[src/rtl/vpc_pkg.sv]
// shared constants, modes and carriers for the virtual address privilege checker
package vpc_pkg;

  // ==========================================================================
  // sizes
  localparam int VA_W        = 64;
  localparam int XLAT_W      = 44;
  localparam int MASK_W      = 12;
  localparam int OFS_MIN     = 12;
  localparam int OFS_MAX     = 24;
  localparam int ENTRIES_DEF = 8;
  localparam int ENTRY_AW    = $clog2(ENTRIES_DEF);
  localparam int IRQ_W       = 2;

  // ==========================================================================
  // register offsets (byte addresses)
  localparam logic [7:0] ADDR_CTRL     = 8'h00;
  localparam logic [7:0] ADDR_STATUS   = 8'h04;
  localparam logic [7:0] ADDR_IRQ_MASK = 8'h08;
  localparam logic [7:0] ADDR_FAULT_LO = 8'h0C;
  localparam logic [7:0] ADDR_FAULT_HI = 8'h10;
  localparam logic [7:0] ADDR_MASK_WIN = 8'h40;

  // ==========================================================================
  // field positions and reset values
  localparam int          ST_FAULT    = 0;
  localparam int          ST_BADMASK  = 1;
  localparam logic [5:0]  CTRL_RST    = 6'h00;
  localparam logic [1:0]  IRQ_RST     = 2'h0;
  localparam logic [11:0] MASK_RST    = 12'h000;

  // ==========================================================================
  // address map boundaries
  localparam logic [31:0] K32_BASE    = 32'h8000_0000;
  localparam logic [31:0] SSEG_BASE   = 32'hC000_0000;
  localparam logic [31:0] KSEG3_BASE  = 32'hE000_0000;
  localparam logic [1:0]  SEG_USER    = 2'b00;
  localparam logic [1:0]  SEG_SUPER   = 2'b01;
  localparam logic [1:0]  SEG_PHYS    = 2'b10;
  localparam logic [11:0] XKSEG_LIMIT = 12'hFFF;

  typedef enum logic [1:0] {
    VPC_KERNEL = 2'b00,
    VPC_SUPER  = 2'b01,
    VPC_USER   = 2'b10
  } vpc_mode_e;

  typedef struct packed {
    logic      error_level;
    logic      wide_supervisor_enable;
    logic      wide_user_enable;
    logic      addr64;
    vpc_mode_e mode;
  } vpc_ctrl_s;

  typedef struct packed {
    logic [VA_W-1:0]     vaddr;
    logic [ENTRY_AW-1:0] entry;
    logic                is_data;
  } vpc_req_s;

  typedef struct packed {
    logic                address_fault;
    logic                unmapped;
    logic                odd_page;
    logic [XLAT_W-1:0]   vpn2;
    logic [OFS_MAX-1:0]  offset;
  } vpc_resp_s;

endpackage : vpc_pkg

[src/rtl/vpc_page_split.sv]
// page size decode: splits an address into page pair number, odd select and offset
`timescale 1ns/1ps
module vpc_page_split
  import vpc_pkg::*;
(
  input  wire logic [MASK_W-1:0]  page_size_mask,
  input  wire logic [XLAT_W-1:0]  vaddr,
  output logic                    legal,
  output logic                    odd_page,
  output logic [XLAT_W-1:0]       vpn2,
  output logic [OFS_MAX-1:0]      offset
);

  logic [2:0]        pairs;
  logic              done;
  logic [4:0]        ofs_bits;
  logic [XLAT_W-1:0] ofs_mask;

  // each set pair of mask bits quadruples the page; decode stops at first gap
  always_comb
  begin
    pairs = 3'd0;
    done  = 1'b0;
    for (int i = 0; i < MASK_W / 2; i++)
    begin
      if (!done && page_size_mask[2*i +: 2] == 2'b11)
      begin
        pairs = pairs + 3'd1;
      end
      else
      begin
        done = 1'b1;
      end
    end
  end

  assign ofs_bits = 5'(OFS_MIN + 2 * pairs);
  assign legal    = (page_size_mask == MASK_W'((32'd1 << (2 * pairs)) - 32'd1));
  assign ofs_mask = XLAT_W'((64'd1 << ofs_bits) - 64'd1);
  assign offset   = OFS_MAX'(vaddr & ofs_mask);
  assign odd_page = vaddr[ofs_bits];
  assign vpn2     = vaddr & ~{ofs_mask[XLAT_W-2:0], 1'b1};

endmodule : vpc_page_split

[config.mk]
export PLATFORM = sky130hd
export DESIGN_NAME = vpc_page_split
export DESIGN_NICKNAME = d
export VERILOG_FILES = /design/src/rtl/vpc_pkg.sv /design/src/rtl/vpc_page_split.sv
export SDC_FILE = /design/constraint.sdc
export NUM_CORES = 1
export LEC_CHECK = 0
export BUFFER_PORTS_ARGS = -buffer_cell sky130_fd_sc_hd__buf_2
export CORE_UTILIZATION = 40
export DETAILED_ROUTE_END_ITERATION = 8
export PLACE_DENSITY = 0.84
export SYNTH_ARGS = -nofsm -noshare
export SYNTH_HDL_FRONTEND = slang
export SYNTH_SLANG_ARGS = --single-unit
[constraint.sdc]
create_clock -name vclk -period 12.16
set_input_delay 1.216 -clock vclk [all_inputs]
set_output_delay 1.216 -clock vclk [all_outputs]
set_load 0.01 [all_outputs]
## Word-level counts from Yosys, hierarchy flattened

Cells that the tools add are included.

| cells by class | value |
|---|---|
| shift-type cells | 2 |
| add/sub/neg operators | 8 |
| bitwise gates (word level) | 3 |
| $lt $le $gt $ge | 1 |
| reductions and logical operators | 9 |
| equality and inequality tests | 7 |
| multiplexer cells | 13 |

Operators with widths:

| operator | count |
|---|---|
| 44-bit bitwise AND | 1 |
| 44-bit inverter | 1 |
| 1-bit by 5-bit << shifter with 43-bit output (first input constant) | 1 |
| 43-bit by 1-bit subtractor with 43-bit output (second input constant) | 1 |
| 24-bit bitwise AND | 1 |
| 3-bit by 1-bit adder with 3-bit output (second input constant) | 4 |
| 12-bit == test | 1 |
| 2-bit == test (second input constant) | 6 |
| 3-bit 2-to-1 mux | 4 |
| 1-bit by 4-bit << shifter with 12-bit output (first input constant) | 1 |
| 12-bit by 1-bit subtractor with 12-bit output (second input constant) | 1 |
| 5-bit by 7-bit < comparator with 1-bit output (second input constant) | 1 |
| 1-bit 2-to-1 mux | 7 |
| 4-bit by 4-bit adder with 5-bit output (first input constant) | 1 |
| 1-bit binary-select mux with 5-bit select | 1 |
| 1-bit logical AND | 5 |
| 1-bit zero test | 4 |
| 1-bit by 1-bit adder with 2-bit output (second input constant) | 1 |
| 2-bit 2-to-1 mux | 1 |

| storage, ports and cells | value |
|---|---|
| output and inout bits | 70 |
| input port bits | 56 |
| word-level logic and storage cells | 43 |
| register bits | 0 |

## Logic depth before layout (Yosys ltp)

Gate-level depths: netlist of run 1.

| depth | value |
|---|---|
| depth after elaboration | 20 |
| mapped depth | 25 |
| depth with buffers taken out | 22 |

## Least setup slack after synthesis of run 1

Ideal clock, no wire load.

| timing path | value |
|---|---|
| kind | input-to-output |
| from | in page_size_mask[5] |
| to | out offset[12] |
| arrival | 5,804 ps |
| stages on the path | 25 |
| path buffers | 3 |
| required time | 10,944 ps |
| setup slack | 5,140 ps |
| cells stage by stage | nand2_1 > a31oi_1 > ha_1 > nor2_1 > nor2_1 > ha_1 > mux2i_1 > a21oi_1 > ha_1 > inv_1 > a311o_1 > a31oi_4 > inv_2 > buf_6 > ha_1 > clkbuf_1 > nand2_1 > nor2_1 > nand2_1 > ha_1 > clkbuf_1 > nor2_1 > a21oi_1 > o31ai_1 > and2_1 |

| between the ends | value |
|---|---|
| word-level cells in the longest chain between the ends | 16 |
| elaborated cells between the ends (all ways) | 22 |
| classes of those cells | add/sub: 5; eq/ne: 1; shift: 1; mux: 7; bitwise: 1; reduce/logical: 7 |

RTL lines:

| what | line | RTL |
|---|---|---|
| start, declared | vpc_page_split.sv:6 | `input wire logic [MASK_W-1:0] page_size_mask,` |
| 2-bit == test (*) | vpc_page_split.sv:26 | `if (!done && page_size_mask[2*i +: 2] == 2'b11)` |
| 1-bit logical AND (*) | vpc_page_split.sv:26 |  |
| branches (longest 9 deep; another with 3-bit by 1-bit adder with 3-bit output) | -- |  |
| 3-bit 2-to-1 mux (*) | vpc_page_split.sv:26 |  |
| 4-bit by 4-bit adder with 5-bit output (*) | vpc_page_split.sv:37 | `assign ofs_bits = 5'(OFS_MIN + 2 * pairs);` |
| 1-bit by 5-bit << shifter with 43-bit output (*) | vpc_page_split.sv:39 | `assign ofs_mask = XLAT_W'((64'd1 << ofs_bits) - 64'd1);` |
| 43-bit by 1-bit subtractor with 43-bit output (*) | vpc_page_split.sv:39 |  |
| 24-bit bitwise AND (*) | vpc_page_split.sv:40 | `assign offset = OFS_MAX'(vaddr & ofs_mask);` |
| end, declared | vpc_page_split.sv:11 | `output logic [OFS_MAX-1:0] offset` |

Mark *: on every way between the ends.

## Worst setup path after layout of run 1

| timing path | value |
|---|---|
| from | in page_size_mask[4] |
| to | out offset[12] |

Same word-level chain as after synthesis.

==> reports/metrics.cfg, run 1 <==
[floorplan]
start_util_pct = 42.2
io_pins = 126
num_rows = 21
die_w_um = 61.8
die_area_mm2 = 0.00382
core_mm2 = 0.00339
die_height_um = 61.8

[placed_design]
dp.cells = 361
port_buffers = 111
gp_congestion = 0.930
dp_hpwl_mm = 3.78

[clocking]
cts_hold_buf = 0
cts_setup_buffers = 0
post_cts_resized = 0

[layout]
clockBufferCount = 0
post-route-util_pct = 57.4
syn_to_final_growth_pct = 36.1
antenna_cells = 0
layoutNonFillerInstCount = 361
multi_input_area_mm2 = 0.00128
seq_cell_count = 0
drive_gt1_share_pct = 40.3
regArea_um2 = 0
final_nets = 379
final.fill_count = 348

[timing]
slew_headroom_pct = 53.6
drv_slew = 0
hold_viol_final = 0
rsz0062_at_grt = false
worst_pin_slew_ps = 682
final.period_utilization_pct = 68.5
setup_viol = 0
finalSetupTns_ps = 0
layout_min_cycle_time_ps = 8330
fmax_mhz = 120

[setup_path]
arrival_ps = 7110
cpPeakStageDelay_ps = 680
cp-end-kind = output port
cp_slowest_cell = ha_1
path_buf_inv = 4
timing.critical_path.fanout_max = 21
path_cells = buf_2 > nand2_1 > a31oi_1 > ha_1 > nor2_1 > nor2_1 > ha_1 > mux2i_1 > a21oi_1 > ha_1 > inv_1 > a311o_1 > a31oi_4 > inv_2 > ha_1 > nand2_1 > nor2_1 > nand2_1 > ha_1 > nor2_1 > a21oi_1 > o31ai_1 > and2_1 > buf_2
critPathKind = in2out
start_kind = primary input
crit_family = adder cells
crit_required_ps = 10940
crit_top_cell = ha_1

[power_and_ir_drop]
leakagePower_nw = 1.07
power.density_mw_per_mm2 = 28.6
pwr-share-seq_pct = 0
power.internal_w = 0.0000251
switchingPower_w = 0.0000305
power_frac_clock_pct = 0
p_comb_share_pct = 100.0
switching_share_pct = 54.9
ir_worst_vdd_v = 0.0000135

[global_routing]
grt_usage_pct = 22.2
grt.overflow.total = 0
antenna_found_initial = 0
grt_max_degree = 22
grt_pass1_vias = 1488
grt_pass1_wl_mm = 6.69

[detailed_routing]
drt-vias-per-instance = 5.29
avgRoutedWirePerCell_um = 12.8
routed_wl_mm = 4.63
drc = 0
ant_nets = 0
drt_iter0_markers = 87
drt_pass1_iterations = 4
vias = 1910

[yosys]
syn-cell-area_mm2 = 0.00143
synth_largest_area_cell = and2_1
synth.top_cell.area_share_pct = 12.7
yosysWarnings = 0
synth_nets = 287
synth.avg_cell_area_um2 = 6.36
synth_seq_area_share_pct = 0
synthDistinctLibCells = 51
syn_inst = 225
synth.area.top_cells = and2_1 13%, nor2_1 7.9%, mux2i_1 7.0%

[worst_hold_path]
hold_path.class = in2out

[run_status]
status = finished, final reports clean

[job]
max-cap-violations = 0

[layer usage]
metal | routed length (um) | global-route usage (%) | share of wire, % | up-vias
met4 | 0 | 1.59 | 0 | 0
li1 | - | - | - | 959
met1 | 2100 | 31.2 | 45 | 866
met5 | 0 | 0 | 0 | -
met2 | 2220 | 38.4 | 48 | 85
met3 | 309 | 1.86 | 6.7 | 0
[metrics by stage]
step / setup WS, ps / power [W] / instance area [um^2] / hold slack [ps]
after CTS: 3840 / 0.0000554 / 1950 / 2430
after global routing: 3070 / 0.0000621 / 1950 / 2430
after detailed placement: 3850 / 0.0000552 / 1950 / 2430
after floorplan: 5140 / 0.0000338 / 1430 / 2520
final: 3830 / 0.0000556 / 1950 / 2430
after global placement: 4160 / 0.0000544 / 1950 / 2430
[synthesized netlist by cell type, types with 3 or more instances]
master / count
clkbuf_1: 14
and3_1: 6
o21ai_0: 12
nand3_1: 4
a21oi_1: 14
o21a_1: 3
ha_1: 6
mux2i_1: 10
buf_2: 5
nor2b_1: 9
o31ai_1: 3
and2_1: 29
xnor2_1: 4
nor3_1: 4
inv_1: 11
nand2_1: 18
nor2_1: 30
[cells in the final DEF (no fill, tap or decap), types with 2 or more instances in the layout]
master and n:
nor3_1 4, nand4_1 2, o31ai_1 3, o311a_1 2, xnor2_1 4, xor2_1 2, inv_1 11, nor2b_1 9
and3_1 6, nand3_2 2, o211ai_1 2, nand3_1 4, mux2i_1 10, a2bb2oi_1 2, inv_2 2, mux2_2 2
o21ai_0 12, a21oi_1 14, o21a_1 3, and2_1 29, buf_2 111, mux4_2 2, nor2_1 30, nand2_1 18
ha_1 6
[final cells by class]
type / instances / area share (%)
multi-input combinational: 191 / 66.0
inverter: 13 / 2.51
tap: 46 / 2.96
timing repair buffer: 111 / 28.5
[cell families after synthesis]
logic type,Yosys count,share of synthesized area (%)
AND/OR/NAND/NOR,112,42.6
AO/OA/AOI/OAI,50,23.8
adder cells (fa/ha/maj),6,5.25
XOR/XNOR,6,3.67
other,1,0.262
buffers and inverters,34,10.1
multiplexers,16,14.3
[power groups by stage]
stage | logic (W) | clock network, W | registers, W
6_report | 0.0000556 | 0 | 0
5_1_grt | 0.0000621 | 0 | 0
4_1_cts | 0.0000554 | 0 | 0
3_5_place_dp | 0.0000552 | 0 | 0
3_3_place_gp | 0.0000544 | 0 | 0
2_1_floorplan | 0.0000338 | 0 | 0
[path summary, 6_finish.rpt]
path  cells after the start              start    endpoint
max                      24  page_size_mask[4]  offset[12]
min                       0          vaddr[35]    vpn2[35]
Power figures use the tool's default switching activity.
==> inputs of run 2 (changes only) <==
Settings changed: CORE_UTILIZATION 40 to 36, PLACE_DENSITY 0.84 to 0.8.
Clock period 12.16 ns to 6.7 ns, I/O delays scaled along.
==> reports/metrics.cfg, run 2 (same netlist as run 1, synthesis figures left out) <==
[detailed_routing]
routed_wl_mm = 4.79
avgRoutedWirePerCell_um = 13.1
drt_iter0_markers = 85
vias = 1901
drt_pass1_iterations = 4
ant_nets = 0
drc = 0
drt-vias-per-instance = 5.18

[setup_path]
crit_family = adder cells
crit_start = page_size_mask[5]
path_buf_inv = 4
worstSetupEndpoint = offset[12]
cp.depth = 24
cp_slowest_cell = a31oi_1
start_kind = primary input
cp-end-kind = output port
critPathKind = in2out
cpPeakStageDelay_ps = 400
arrival_ps = 5510
path_cells = buf_2 > nand2_1 > a31oi_1 > ha_1 > nor2_1 > nor2_1 > ha_1 > mux2i_1 > a21oi_1 > ha_1 > inv_1 > a311o_1 > a31oi_4 > inv_2 > ha_1 > nand2_1 > nor2_1 > nand2_1 > ha_2 > nor2_1 > a21oi_1 > o31ai_1 > and2_1 > buf_2
crit_required_ps = 6030
timing.critical_path.fanout_max = 21

[floorplan]
die_height_um = 65.0
io_pins = 126
start_util_pct = 38.2
core_mm2 = 0.00374
die_area_mm2 = 0.00423
die_w_um = 65.0
num_rows = 22

[timing]
worst_pin_slew_ps = 676
setup_viol = 0
slew_headroom_pct = 53.9
rsz0062_at_grt = false
drv_slew = 0
final.period_utilization_pct = 92.2
hold_viol_final = 0
fmax_mhz = 162
finalSetupTns_ps = 0
layout_min_cycle_time_ps = 6180

[layout]
final_cell_mix = 111 x buf_2, 30 x nor2_1, 29 x and2_1
final_common_cell = buf_2
drive_gt1_share_pct = 41.4
post-route-util_pct = 52.9
syn_to_final_growth_pct = 38.6
regArea_um2 = 0
seq_cell_count = 0
final_nets = 383
clockBufferCount = 0
antenna_cells = 0

[global_routing]
grt_pass1_wl_mm = 7.47
antenna_found_initial = 0
grt_pass1_vias = 1628
grt_usage_pct = 21.6
grt_max_degree = 22
grt.overflow.total = 0

[clocking]
cts_hold_buf = 0

[placed_design]
gp_congestion = 0.881
port_buffers = 111
dp_hpwl_mm = 3.95

[job]
max-cap-violations = 0

[power_and_ir_drop]
power.density_mw_per_mm2 = 51.0
leakagePower_nw = 1.09
ir_worst_vdd_v = 0.0000246

[worst_hold_path]
hold_path.class = in2out

[run_status]
status = finished, final reports clean

## run 2: cell types whose count changed in the layout (fill, tap and decap cells not counted), sizes merged
cell  previous run  this run
buf            111       115
## run 2: cell type report
cell class,count,area [um^2]
well taps,48,60.1
multi-input cells,191,1290
repair buffers,115,586
fillers,378,1760
inverters,13,48.8
## run 2: per-stage QoR
step / worst slack [ps] / cell area [um^2] / hold WS, ps / cells / power (W)
detailed placement: 421 / 1980 / 1340 / 367 / 0.000101
finish: 521 / 1980 / 1340 / 367 / 0.000101
floorplan: 772 / 1430 / 1430 / 225 / 0.0000613
global placement: 561 / 1980 / 1340 / 367 / 0.000100
CTS: 417 / 1980 / 1340 / 367 / 0.000101
global route: 74.9 / 1980 / 1340 / 367 / 0.000111
## run 2: worst min path at each step
stage	to	slack (ps)	from	depth (start not counted)
4_1_cts	vpn2[34]	1340	vaddr[34]	0
6_report	vpn2[31]	1340	vaddr[31]	0
5_1_grt	vpn2[31]	1340	vaddr[31]	0
3_5_place_dp	vpn2[34]	1340	vaddr[34]	0
2_1_floorplan	vpn2[13]	1430	vaddr[13]	2
3_3_place_gp	vpn2[34]	1340	vaddr[34]	0
## run 2: layer usage
metal | up-vias | wire length (um) | global-route usage (%)
met5 | - | 0 | 0
met1 | 861 | 2140 | 29.8
met3 | 4 | 234 | 1.23
met4 | 0 | 36 | 2.17
li1 | 968 | - | -
met2 | 68 | 2380 | 37.6
## run 2: report_power, final
part / total [W] / switching (W) / internal (W)
Clock: 0 / 0 / 0
Sequential: 0 / 0 / 0
Combinational: 0.000101 / 0.0000552 / 0.0000459
Total: 0.000101 / 0.0000552 / 0.0000459
## run 2: timing repair
action / 4_1_cts / 5_1_grt
buffers inserted: 0 / 0
resized for setup: 0 / 1
setup endpoints to repair: 0 / 2
